--- src/shared/can_cfg_pkg.sv ---
package can_cfg_pkg;
	// register byte offsets on the apb bus
	localparam logic [7:0] OFS_TIMING = 8'h00;
	localparam logic [7:0] OFS_GMASK_UP = 8'h04;
	localparam logic [7:0] OFS_GMASK_LO = 8'h08;
	localparam logic [7:0] OFS_BMASK_UP = 8'h0c;
	localparam logic [7:0] OFS_BMASK_LO = 8'h10;
	localparam logic [7:0] OFS_IRQ_EN = 8'h14;
	localparam logic [7:0] OFS_IRQ_PEND = 8'h18;
	localparam logic [7:0] OFS_IRQ_CLR = 8'h1c;
	localparam logic [7:0] OFS_GLOBAL_CFG = 8'h20;
	// timing register field positions
	localparam int PSC_LSB = 9;
	localparam int SJW_LSB = 7;
	localparam int TS1_LSB = 3;
	localparam int TS2_LSB = 0;
	// global config bit positions
	localparam int MODEN_BIT = 0;
	localparam int EIT_BIT = 11;
	// interrupt register layout
	localparam int ERR_BIT = 15;
	localparam int NUM_BUF = 15;
	// mask upper register layout
	localparam int MU_RTR_BIT = 4;
	localparam int MU_IDE_BIT = 3;
	// reset values
	localparam logic [15:0] REG_RESET = 16'h0000;
	// prescaler limits
	localparam logic [7:0] PSC_MAX = 8'h80;
	localparam logic [7:0] PSC_ADD = 8'h02;
	// buffer that uses the basic mask
	localparam logic [3:0] BASIC_BUF = 4'he;
endpackage : can_cfg_pkg

--- src/shared/accept_if.sv ---
`timescale 1ns/100ps
// one acceptance compare: mask, frame and buffer identifier in, result out
interface accept_if;
	logic [31:0] maskWord;   // upper and lower mask halves joined
	logic [31:0] rxWord;     // received frame in mask layout
	logic [31:0] bufWord;    // buffer identifier in mask layout
	logic        extFrame;   // frame is extended
	logic        hit;        // frame accepted
	logic [31:0] mergedWord; // buffer word after don't care substitution
	modport owner (output maskWord, rxWord, bufWord, extFrame,
		input hit, mergedWord);
	modport filter (input maskWord, rxWord, bufWord, extFrame,
		output hit, mergedWord);
endinterface : accept_if

--- src/core/can_timing_mask_irq_regs.sv ---
`timescale 1ns/100ps
// Notes on behaviour
// prescaler is code plus two, max 128
// jump width is code plus one quanta
// software keeps jump width within both segments
// segment one is code plus one quanta
// segment two is code plus one quanta
// mask zero must match, one ignores
// ignored bits take received value on accept
// extended frames use all mask bits
// standard frames use id 28:18, rtr, ide
// buffer 14 uses the basic mask
// basic mask follows the same frame rules
// each mask is two sixteen bit halves
// enable: bit 15 error, 14:0 buffers
// error irq only when error enable set
// error pending set on error event chosen by type bit, sticky
// buffer pending set after successful transfer
// software clears error pending via clear register
// clear bit 15 one clears error pending
// clear bit n one clears buffer pending
// clear register takes plain writes only
// error type selects every error or state change
// disable clears internal state, keeps registers
// bit is sync, segment one, segment two
// registers reset to zero
module can_timing_mask_irq_regs
	import can_cfg_pkg::*;
(
	input  wire logic        sys_clk,
	input  wire logic        reset_n,
	input  wire logic        psel,
	input  wire logic        penable,
	input  wire logic        pwrite,
	input  wire logic [7:0]  paddr,
	input  wire logic [31:0] pwdata,
	output logic [31:0]      prdata,
	output logic             pready,
	output logic             pslverr,
	input  wire logic [14:0] bufDone,       // per buffer transfer success
	input  wire logic        busError,      // any bus error seen
	input  wire logic        errStateChange, // counter step moved node state
	input  wire logic        frameValid,    // compare request for a frame
	input  wire logic [3:0]  bufIndex,      // buffer being compared
	input  wire logic        extFrame,      // frame is extended
	input  wire logic [31:0] rxIdWord,      // received id in mask layout
	input  wire logic [31:0] bufIdWord,     // buffer id in mask layout
	output logic             acceptHit,     // frame matches buffer
	output logic [31:0]      acceptIdWord,  // id to store in buffer
	output logic             errorIrq,      // error interrupt to processor
	output logic [14:0]      bufferIrq,     // enabled buffer interrupts
	output logic             moduleRun,     // module enabled
	output logic [1:0]       clkResetUnused, // reserved, reads zero
	output logic [2:0]       resyncJumpWidth, // quanta of jump width
	output logic             quantumTick,   // one pulse per quantum
	output logic             bitStart       // pulse at each bit start
);
	typedef struct packed {
		logic [15:0] timing;
		logic [15:0] gUp;
		logic [15:0] gLo;
		logic [15:0] bUp;
		logic [15:0] bLo;
		logic [15:0] buffer_irq_enables;
		logic [15:0] pend;
		logic [15:0] gcfg;
		logic [31:0] rdata;
		logic        hit;
		logic [31:0] merged;
	} regs_t;
	regs_t       r_reg;       // registered state
	regs_t       r_next;      // next state
	logic        wrAcc;       // write access phase
	logic        rdAcc;       // read access phase
	logic        mapped;      // address decodes to a register
	logic [15:0] clrMask;     // bits cleared by this write
	logic [15:0] setMask;     // bits set by hardware this cycle
	logic        errEvent;    // error event chosen by type bit
	logic [7:0]  prescale;    // decoded prescaler
	logic [7:0]  pscRaw;      // code plus two before clamp
	accept_if    acc ();      // filter connection
	////////////////////////////////////////////////////////////////////////
	// bus decode
	assign wrAcc = psel && penable && pwrite;
	assign rdAcc = psel && penable && !pwrite;
	always_comb begin
		if (paddr == OFS_TIMING) begin
			mapped = 1'b1;
		end else if (paddr == OFS_GMASK_UP || paddr == OFS_GMASK_LO) begin
			mapped = 1'b1;
		end else if (paddr == OFS_BMASK_UP || paddr == OFS_BMASK_LO) begin
			mapped = 1'b1;
		end else if (paddr == OFS_IRQ_EN || paddr == OFS_IRQ_PEND) begin
			mapped = 1'b1;
		end else if (paddr == OFS_IRQ_CLR || paddr == OFS_GLOBAL_CFG) begin
			mapped = 1'b1;
		end else begin
			mapped = 1'b0;
		end
	end
	assign pready = 1'b1;
	assign pslverr = psel && penable && !mapped;
	////////////////////////////////////////////////////////////////////////
	// interrupt event selection
	always_comb begin
		// type bit chooses every error or state change only
		errEvent = r_reg.gcfg[EIT_BIT] ? errStateChange : busError;
		setMask = {errEvent && r_reg.gcfg[MODEN_BIT], bufDone};
		// one bits clear, zero bits leave alone
		clrMask = (wrAcc && paddr == OFS_IRQ_CLR) ? pwdata[15:0] : 16'h0000;
	end
	////////////////////////////////////////////////////////////////////////
	// register file and read mux
	always_comb begin
		r_next = r_reg;
		// set wins over a clear in the same cycle
		r_next.pend = (r_reg.pend & ~clrMask) | setMask;
		if (wrAcc) begin
			if (paddr == OFS_TIMING) begin
				r_next.timing = pwdata[15:0];
			end else if (paddr == OFS_GMASK_UP) begin
				r_next.gUp = pwdata[15:0];
			end else if (paddr == OFS_GMASK_LO) begin
				r_next.gLo = pwdata[15:0];
			end else if (paddr == OFS_BMASK_UP) begin
				r_next.bUp = pwdata[15:0];
			end else if (paddr == OFS_BMASK_LO) begin
				r_next.bLo = pwdata[15:0];
			end else if (paddr == OFS_IRQ_EN) begin
				r_next.buffer_irq_enables = pwdata[15:0];
			end else if (paddr == OFS_GLOBAL_CFG) begin
				r_next.gcfg = pwdata[15:0];
			end else begin
				r_next.gcfg = r_reg.gcfg; // pending is read only
			end
		end
		// read data, clear register reads zero
		r_next.rdata = 32'h00000000;
		if (rdAcc) begin
			if (paddr == OFS_TIMING) begin
				r_next.rdata = {16'h0000, r_reg.timing};
			end else if (paddr == OFS_GMASK_UP) begin
				r_next.rdata = {16'h0000, r_reg.gUp};
			end else if (paddr == OFS_GMASK_LO) begin
				r_next.rdata = {16'h0000, r_reg.gLo};
			end else if (paddr == OFS_BMASK_UP) begin
				r_next.rdata = {16'h0000, r_reg.bUp};
			end else if (paddr == OFS_BMASK_LO) begin
				r_next.rdata = {16'h0000, r_reg.bLo};
			end else if (paddr == OFS_IRQ_EN) begin
				r_next.rdata = {16'h0000, r_reg.buffer_irq_enables};
			end else if (paddr == OFS_IRQ_PEND) begin
				r_next.rdata = {16'h0000, r_reg.pend};
			end else if (paddr == OFS_GLOBAL_CFG) begin
				r_next.rdata = {16'h0000, r_reg.gcfg};
			end else begin
				r_next.rdata = 32'h00000000;
			end
		end
		// acceptance result registered
		r_next.hit = frameValid && acc.hit;
		r_next.merged = frameValid ? acc.mergedWord : r_reg.merged;
	end
	////////////////////////////////////////////////////////////////////////
	// state register, all zero at reset
	always_ff @(posedge sys_clk or negedge reset_n) begin
		if (!reset_n) begin
			r_reg <= '0;
		end else begin
			r_reg <= r_next;
		end
	end
	// read data is not registered: it appears combinationally from the mux
	assign prdata = rdAcc ? r_next.rdata : 32'h00000000;
	////////////////////////////////////////////////////////////////////////
	// acceptance filter: buffer 14 uses the basic mask
	always_comb begin
		acc.maskWord = (bufIndex == BASIC_BUF)
			? {r_reg.bUp, r_reg.bLo} : {r_reg.gUp, r_reg.gLo};
		acc.rxWord = rxIdWord;
		acc.bufWord = bufIdWord;
		acc.extFrame = extFrame;
	end
	accept_filter u_filter (
		.port (acc.filter)
	);
	assign acceptHit = r_reg.hit;
	assign acceptIdWord = r_reg.merged;
	////////////////////////////////////////////////////////////////////////
	// timing decode
	always_comb begin
		pscRaw = {1'b0, r_reg.timing[PSC_LSB +: 7]} + PSC_ADD;
		prescale = (pscRaw > PSC_MAX) ? PSC_MAX : pscRaw;
		resyncJumpWidth = {1'b0, r_reg.timing[SJW_LSB +: 2]} + 3'h1;
	end
	bit_timing u_timing (
		.sys_clk     (sys_clk),
		.reset_n     (reset_n),
		.runEn       (r_reg.gcfg[MODEN_BIT]),
		.prescale    (prescale),
		.segOneTq    ({1'b0, r_reg.timing[TS1_LSB +: 4]} + 5'h01),
		.segTwoTq    ({1'b0, r_reg.timing[TS2_LSB +: 3]} + 4'h1),
		.quantumTick (quantumTick),
		.bitStart    (bitStart)
	);
	////////////////////////////////////////////////////////////////////////
	// interrupt outputs gated by enables
	assign errorIrq = r_reg.pend[ERR_BIT] && r_reg.buffer_irq_enables[ERR_BIT];
	assign bufferIrq = r_reg.pend[14:0] & r_reg.buffer_irq_enables[14:0];
	assign moduleRun = r_reg.gcfg[MODEN_BIT];
	assign clkResetUnused = 2'b00;
	////////////////////////////////////////////////////////////////////////
	// checks
	AST_ERR_IRQ_GATE: assert property (@(posedge sys_clk) disable iff (!reset_n)
		!r_reg.buffer_irq_enables[ERR_BIT] |-> !errorIrq)
		else $error("error irq raised while disabled");
	AST_ERR_STICKY: assert property (@(posedge sys_clk) disable iff (!reset_n)
		r_reg.pend[ERR_BIT] && !(wrAcc && paddr == OFS_IRQ_CLR
		&& pwdata[ERR_BIT]) |=> r_reg.pend[ERR_BIT])
		else $error("error pending dropped without clear");
	AST_BUF_SET: assert property (@(posedge sys_clk) disable iff (!reset_n)
		bufDone[0] |=> r_reg.pend[0])
		else $error("buffer pending not set");
	AST_ERR_CLEAR: assert property (@(posedge sys_clk) disable iff (!reset_n)
		wrAcc && paddr == OFS_IRQ_CLR && pwdata[ERR_BIT] && !setMask[ERR_BIT]
		|=> !r_reg.pend[ERR_BIT])
		else $error("error pending not cleared");
	AST_BUF_ZERO_KEEP: assert property (@(posedge sys_clk)
		disable iff (!reset_n)
		wrAcc && paddr == OFS_IRQ_CLR && !pwdata[3] && r_reg.pend[3]
		|=> r_reg.pend[3])
		else $error("zero write cleared a pending bit");
	AST_PSC_CLAMP: assert property (@(posedge sys_clk) disable iff (!reset_n)
		r_reg.timing[15:9] == 7'h7f |-> prescale == 8'h80)
		else $error("prescaler clamp wrong");
	AST_SJW: assert property (@(posedge sys_clk) disable iff (!reset_n)
		resyncJumpWidth == r_reg.timing[8:7] + 3'h1)
		else $error("jump width wrong");
	AST_EIT_TYPE: assert property (@(posedge sys_clk) disable iff (!reset_n)
		r_reg.gcfg[EIT_BIT] && r_reg.gcfg[0] && !errStateChange && busError
		&& !r_reg.pend[ERR_BIT] |=> !r_reg.pend[ERR_BIT])
		else $error("error flag set by plain error in state mode");
	AST_STD_IGNORE: assert property (@(posedge sys_clk) disable iff (!reset_n)
		frameValid && !extFrame && bufIndex != 4'he
		&& (rxIdWord[31:21] == bufIdWord[31:21] || &r_reg.gUp[15:5])
		&& (rxIdWord[20:19] == bufIdWord[20:19] || &r_reg.gUp[4:3])
		|=> acceptHit)
		else $error("standard frame compared beyond id bits");
endmodule : can_timing_mask_irq_regs

--- src/core/accept_filter.sv ---
`timescale 1ns/100ps
module accept_filter
	import can_cfg_pkg::*;
(
	accept_if.filter port
);
	logic [31:0] used; // mask positions that take part for this frame type
	logic [31:0] care; // positions that must match
	////////////////////////////////////////////////////////////////////////
	// combinational compare and merge
	always_comb begin
		// standard frames use only id 28:18, rtr and ide
		used = port.extFrame ? 32'hffffffff : 32'hfff80000;
		care = used & ~port.maskWord; // zero mask bit means must match
		port.hit = ((port.rxWord ^ port.bufWord) & care) == 32'h00000000;
		// don't care positions take the received bit
		port.mergedWord = (port.bufWord & ~(used & port.maskWord))
			| (port.rxWord & used & port.maskWord);
	end
endmodule : accept_filter

--- src/core/bit_timing.sv ---
`timescale 1ns/100ps
module bit_timing
	import can_cfg_pkg::*;
(
	input  wire logic       sys_clk,
	input  wire logic       reset_n,
	input  wire logic       runEn,      // module enabled
	input  wire logic [7:0] prescale,   // clocks per quantum
	input  wire logic [4:0] segOneTq,   // quanta in segment one
	input  wire logic [3:0] segTwoTq,   // quanta in segment two
	output logic            quantumTick, // one pulse per quantum
	output logic            bitStart    // sync quantum pulse
);
	typedef enum logic [1:0] {SEG_SYNC, SEG_ONE, SEG_TWO} seg_t;
	typedef struct packed {
		logic [7:0] clkCnt;
		logic [4:0] tqCnt;
		seg_t       seg;
		logic       tick;
		logic       start;
	} bt_state_t;
	bt_state_t st_reg; // registered state
	bt_state_t st_next; // next state
	logic endQ; // last clock of a quantum
	////////////////////////////////////////////////////////////////////////
	// quantum and segment sequencing
	always_comb begin
		st_next = st_reg;
		endQ = st_reg.clkCnt == prescale - 8'h01;
		st_next.tick = 1'b0;
		st_next.start = 1'b0;
		if (!runEn) begin
			// disabled: internal state cleared
			st_next = '0;
		end else if (endQ) begin
			st_next.clkCnt = 8'h00;
			st_next.tick = 1'b1;
			case (st_reg.seg)
				SEG_SYNC: begin
					st_next.seg = SEG_ONE;
					st_next.tqCnt = 5'h01;
				end
				SEG_ONE: begin
					if (st_reg.tqCnt >= segOneTq) begin
						st_next.seg = SEG_TWO;
						st_next.tqCnt = 5'h01;
					end else begin
						st_next.tqCnt = st_reg.tqCnt + 5'h01;
					end
				end
				default: begin
					if (st_reg.tqCnt >= {1'b0, segTwoTq}) begin
						st_next.seg = SEG_SYNC;
						st_next.start = 1'b1;
					end else begin
						st_next.tqCnt = st_reg.tqCnt + 5'h01;
					end
				end
			endcase
		end else begin
			st_next.clkCnt = st_reg.clkCnt + 8'h01;
		end
	end
	////////////////////////////////////////////////////////////////////////
	// state register
	always_ff @(posedge sys_clk or negedge reset_n) begin
		if (!reset_n) begin
			st_reg <= '0;
		end else begin
			st_reg <= st_next;
		end
	end
	assign quantumTick = st_reg.tick;
	assign bitStart = st_reg.start;
	AST_QUANTUM_LEN: assert property (@(posedge sys_clk) disable iff (!reset_n)
		st_reg.tick && runEn && !$changed(prescale) |-> st_reg.clkCnt == 8'h00
		|| prescale == 8'h01)
		else $error("quantum counter did not restart");
endmodule : bit_timing

--- config.mk ---
export PLATFORM = sky130hd
export DESIGN_NAME = can_timing_mask_irq_regs
export DESIGN_NICKNAME = d
export VERILOG_FILES = /design/src/shared/can_cfg_pkg.sv /design/src/shared/accept_if.sv /design/src/core/can_timing_mask_irq_regs.sv /design/src/core/accept_filter.sv /design/src/core/bit_timing.sv
export SDC_FILE = /design/constraint.sdc
export NUM_CORES = 1
export LEC_CHECK = 0
export BUFFER_PORTS_ARGS = -buffer_cell sky130_fd_sc_hd__buf_2
export CORE_MARGIN = 2
export CORE_UTILIZATION = 50
export CTS_CLUSTER_SIZE = 20
export DETAILED_ROUTE_END_ITERATION = 8
export PLACE_DENSITY = 0.87
export SLEW_MARGIN = 5
export SYNTH_ARGS = -nofsm -noshare
export SYNTH_HDL_FRONTEND = slang
export SYNTH_SLANG_ARGS = --single-unit
--- constraint.sdc ---
create_clock -name sys_clk -period 3.6 [get_ports sys_clk]
set_clock_uncertainty 0.2 [all_clocks]
set_input_delay 0.54 -clock sys_clk [delete_from_list [all_inputs] [get_ports sys_clk]]
set_output_delay 0.54 -clock sys_clk [all_outputs]
set_load 0.005 [all_outputs]
* Yosys cells after proc, flatten, opt, wreduce, memory -nomap -nowiden
Index checks and enable logic that the tools add are counted.
Storage, ports and cells: bits in registers 178, input port bits 132, output and inout bits 91, word-level logic and storage cells 116
Cells by class: add/subtract/negate cells 7, magnitude comparators 3, equality and inequality tests 15, muxes and demuxes 29, bitwise logic cells 20, reductions and logical operators 27
Operator list (count):
- 32-bit bitwise AND | 6
- 16-bit two-way mux | 9
- 32-bit two-way mux | 2
- 32-bit NOT | 2
- 8-bit by 5-bit == test with 1-bit output, second input constant | 4
- 32-bit logical NOT | 1
- 32-bit bitwise OR | 1
- 32-bit XOR | 1
- 19-bit two-way mux | 1
- 17-bit two-way mux | 1
- 16-bit bitwise AND | 1
- 8-bit by 4-bit == test with 1-bit output, second input constant | 2
- 8-bit two-way mux | 2
- 16-bit NOT | 1
- 16-bit bitwise OR | 1
- 15-bit bitwise AND | 1
- 7-bit one-hot mux with 2 select lines | 1
- 5-bit two-way mux | 2
- 9-bit two-way mux | 1
- 7-bit by 2-bit adder with 8-bit output, second input constant | 1
- 8-bit by 1-bit adder with 8-bit output, second input constant | 1
- 8-bit by 3-bit == test with 1-bit output, second input constant | 1
- 8-bit by 6-bit == test with 1-bit output, second input constant | 1
- 8-bit == test | 1
- other kinds (30) | 56

* Longest topological paths before layout
word-level depth 10, gate-level depth with buffers 13, depth with buffers taken out 11

* By module
From an unflattened synthesis, not the netlist that was laid out.
Unflattened totals: cell total of the unflattened synthesis 1002, area total of the unflattened synthesis 10909.2 um^2
Modules (own cells, without submodules):
- can_timing_mask_irq_regs | instances 1, cells an instance 745, area each 8698.3 um^2, sequential area each 4028.9 um^2
- bit_timing | instances 1, cells an instance 146, area each 1330.0 um^2, sequential area each 425.4 um^2
- accept_filter | instances 1, cells an instance 111, area each 880.8 um^2, sequential area each 0.0 um^2

* Worst setup path after synthesis
OpenSTA, ideal clock, no wires.
path type reg2reg, from register r_reg[187] (netlist name), to register u_timing.st_reg[3] (netlist name), library setup time 0.078 ns, arrival 3.196 ns, data required time 3.322 ns, path slack 0.126 ns, cell stages (with the launch flop) 13, path buffers 2, period minus slack after synthesis 3.474 ns, cell sequence dfrtp_1 > ha_1 > clkbuf_1 > nand2_1 > o21ai_0 > ha_1 > nand2_1 > or4_4 > and4_4 > or4b_1 > buf_2 > or4b_1 > a21oi_1
Between the ends: word-level cells in the longest chain between the ends 7
RTL lines:
- start: declaration | RTL line can_timing_mask_irq_regs.sv:71 | regs_t r_reg;
- start signal: assignment | RTL line can_timing_mask_irq_regs.sv:170 | r_reg <= r_next;
- 7-bit by 2-bit adder with 8-bit output (*) | RTL line can_timing_mask_irq_regs.sv:192 | pscRaw = {1'b0, r_reg.timing[PSC_LSB +: 7]} + PSC_ADD;
- 8-bit greater-than comparator | RTL line can_timing_mask_irq_regs.sv:193 | prescale = (pscRaw > PSC_MAX) ? PSC_MAX : pscRaw;
- 8-bit two-way mux (*) | RTL line can_timing_mask_irq_regs.sv:193
- 8-bit by 1-bit subtractor with 8-bit output (*) | RTL line bit_timing.sv:29 | endQ = st_reg.clkCnt == prescale - 8'h01;
- 8-bit == test (*) | RTL line bit_timing.sv:29
- 2-bit by 1-bit inequality test with 1-bit output (no line) (*)
- 3-bit AND reduction (no line) (*)
- end signal: assignment | RTL line bit_timing.sv:70 | st_reg <= st_next;
- end: declaration | RTL line bit_timing.sv:22 | bt_state_t st_reg;
Every way passes the cells marked *; elsewhere a longest branch is shown, timed or not. A chain may end at the register's enable or synchronous reset.

* Worst setup path in the final report
from register r_reg[190] (netlist name), to register u_timing.st_reg[6] (netlist name)
Between the ends: word-level cells in the longest chain between the ends 7
RTL lines (RTL line):
- 7-bit by 2-bit adder with 8-bit output (*) | can_timing_mask_irq_regs.sv:192
- 8-bit greater-than comparator | can_timing_mask_irq_regs.sv:193
- 8-bit two-way mux (*) | can_timing_mask_irq_regs.sv:193
- 8-bit by 1-bit subtractor with 8-bit output (*) | bit_timing.sv:29
- 8-bit == test (*) | bit_timing.sv:29
- 2-bit by 1-bit inequality test with 1-bit output (no line) (*)
- 2-bit AND reduction (no line) (*)
Marks and branches as above.

==> results.cfg <==
[outcome]
run_status = completed

[floorplanning]
core.rowCount = 52
die_w_um = 149
ios = 223
initial_core_util_pct = 51.4
core_mm2 = 0.0204
die_y_um = 149
fp.dieArea_mm2 = 0.0221

[detailed_routing]
top_layer_used = met4
avgViaCountPerCell = 5.89
met1_length_mm = 11.5
drt_iter0_drc = 702
remaining_drc_errors = 0
wl_met2_mm = 14.0
firstDrtPassIters = 5
vias = 8493
route.met3.wl_mm = 1.79
wl_mm = 28.4
ant_nets = 0
wl_per_cell_um = 19.7

[timing]
rsz0062_at_grt = no
max_freq_ghz = 0.298
timing.slew.headroom_pct = 45.9
period_minus_slack_ps = 3360
fin_crit_sh_pct = 93.3
setup_tns_ps = 0
hold_viol = 0
setup_slack_ps = 242
drv_slew = 0
finalSetupViolCount = 0
worst_pin_slew_ps = 808

[global_route]
grt_pass1_vias = 8682
grt_max_degree = 77
grt_first_pass_wirelength_mm = 45.0
grt.total_usage_pct = 26.1
overflow = 0
antenna_found_initial = 2

[finish]
nets = 1306
area_growth_pct = 15.9
layout-drive-gt1-share_pct = 32.1
multiInputGateArea_mm2 = 0.00540
nFillCells = 1651
largest_register_ffs = 127
seq_area_mm2 = 0.00445
layout.cells.non_filler = 1443

[clock_network]
postCtsSetupBuffers = 0
cts_tree = done
cts_root_buf = clkbuf_16
cts.htree.levels = 4
clkLatencyLatePin_ps = 440
cts_inserted_buffers = 17
cts.sinks = 178
clkTransAtPathRegs_ps = 70
cts.path.max_buffers = 2

[yosys]
yosysTopAreaCellShare_pct = 42.5
netlist_area_mm2 = 0.0105
ys_warn_count = 0
synth_most_common_cell = dfrtp_1
synth_cells = 1002
syn_area_per_cell_um2 = 10.5
ys_top_cells_by_count = dfrtp_1, mux2_2, mux2i_1
ys.flop_type = dfrtp_1
ys_seq_area_share_pct = 42.5
synth_edf_count = 0
ys_ff_latch = 178
synth_top_area_cell = dfrtp_1
async_flop_share_pct = 100
synthTopCellsByArea = dfrtp_1, mux2_2, mux2i_1
synth.distinct_cells = 60

[worst_setup_path]
cp_slowest_cell = or4b_1
timing.rr.end = u_timing.st_reg[6]$_DFFE_PN0P_
worst-path-buf-inv = 1
critPathArrivalTime_ps = 3460
required_ps = 3700
r2r_cells = 11
r2r_start = r_reg[190]$_DFFE_PN0P_
crit_family = simple AND/OR/NAND/NOR gates
crit_type = register to register
critPathLaunchType = register
slowest_delay_ps = 570
path_max_fanout = 8
cp_cell_sequence = and3_1, nand3_1, nand2b_1, ha_1, xor2_1, nand4_1, a31o_2, or4b_1, buf_4, o41ai_1, a21oi_1
worst_setup_path_end_kind = register
rrSetupSlack_ps = 240

[power_and_ir_drop]
seq_power_share_pct = 47.2
p_sw_mw = 1.14
leakagePower_nw = 6.07
finalPower_mw = 4.42
p_int_mw = 3.28
vdd_drop_max_uv = 323
clkPwrFrac_pct = 42.4
powerDensity_mw_per_mm2 = 364
p_comb_share_pct = 10.4
p_sw_share_pct = 25.8

[hold_path]
worstHoldEndpoint = r_reg[89]$_DFF_PN0_
hold_depth = 2
worstHoldPathType = primary input to register
hp-start = bufDone[8]

[placement]
gp_congestion = 0.894
post-dp-hpwl_mm = 20.6
port_buffers = 187
dp.cells = 1407
pre_cts_slack_ps = 244

[run]
max_cap_viol_count = 0
[repair_timing]
action / CTS / global route
endpoints found under the hold margin: 74 / 0
gates resized for setup: 0 / 2
hold buffers: 1 / 0
endpoints found under the setup margin: 0 / 5
[how the worst max path moves through the flow]
stage	from	end	slack, ps	depth (start not counted)
3_5_place_dp	r_reg[188]$_DFFE_PN0P_	u_timing.st_reg[6]$_DFFE_PN0P_	240	11
6_report	r_reg[190]$_DFFE_PN0P_	u_timing.st_reg[6]$_DFFE_PN0P_	240	11
5_1_grt	r_reg[190]$_DFFE_PN0P_	u_timing.st_reg[8]$_DFFE_PN0P_	30	11
3_3_place_gp	paddr[1]	prdata[9]	390	9
4_1_cts	r_reg[188]$_DFFE_PN0P_	u_timing.st_reg[6]$_DFFE_PN0P_	210	11
2_1_floorplan	r_reg[187]$_DFFE_PN0P_	u_timing.st_reg[3]$_DFFE_PN0P_	130	12
[stage by stage]
step	hold WS, ps	cell area (um2)	utilization [%]
2_1_floorplan	44.4	10500	-
3_3_place_gp	275	11500	56.6
3_5_place_dp	287	11500	56.6
4_1_cts	68.3	12100	59.5
5_1_grt	71.5	12100	59.5
6_report	79.2	12100	59.6
[worst reg2reg max path: stages, from the launching register on]
cell and delay [ps]:
dfrtp_1 460, and3_1 220, nand3_1 110, nand2b_1 110, ha_1 210, xor2_1 250
nand4_1 130, a31o_2 270, or4b_1 570, buf_4 200, o41ai_1 390, a21oi_1 120
[final cells by class]
cell class	instances	share of cell area, %
Timing Repair Buffer	220	10.3
Tap cell	270	2.78
Multi-Input combinational cell	715	44.5
Sequential cell	178	36.7
Inverter	25	0.774
Clock buffer	19	3.57
Clock inverter	13	1.25
Antenna cell	3	0.0619
[cell usage in the layout (no fill, tap or decap), types with 4 or more instances in the layout]
master	instances
mux2i_1	88
nand2_1	33
a22oi_1	27
a211oi_1	5
dfrtp_1	178
ha_1	17
inv_1	24
o21ai_0	33
a21o_1	20
and2_1	18
nor2b_1	23
nor2_1	68
buf_4	27
xor2_1	43
nand2b_1	7
buf_12	5
nand3_1	22
buf_2	186
a21oi_1	85
and3_1	7
mux2_2	112
mux4_2	6
nand4_1	11
nor3b_1	4
conb_1	19
xnor2_1	9
nor3_1	12
clkbuf_16	17
[metal layers]
metal  track usage (%)  vias up
li1                  -     3833
met2              43.7      381
met1              33.5     4210
met3              4.42       69
met4              11.6        0
met5                 0        -
[power groups by stage]
stage                     logic (mW)  clock network (mW)  registers, mW
final                          0.458                1.87           2.09
after global routing           0.503                1.97           2.09
after CTS                      0.456                1.89           2.08
after detailed placement       0.451                   0           2.12
after global placement         0.439                   0           2.12
after floorplan                0.268                   0           2.11
[logic make-up after synthesis]
kind of cell	synth area share (%)
xor gates and xnor gates	4.56
adders and majority gates	2.03
AOI/OAI and AO/OA	11.5
and+or+nand+nor	11.0
DFF	42.5
buffers and inverters	6.57
muxes	21.7
other	0.0717
No activity file was read; power rests on OpenSTA's default activity.
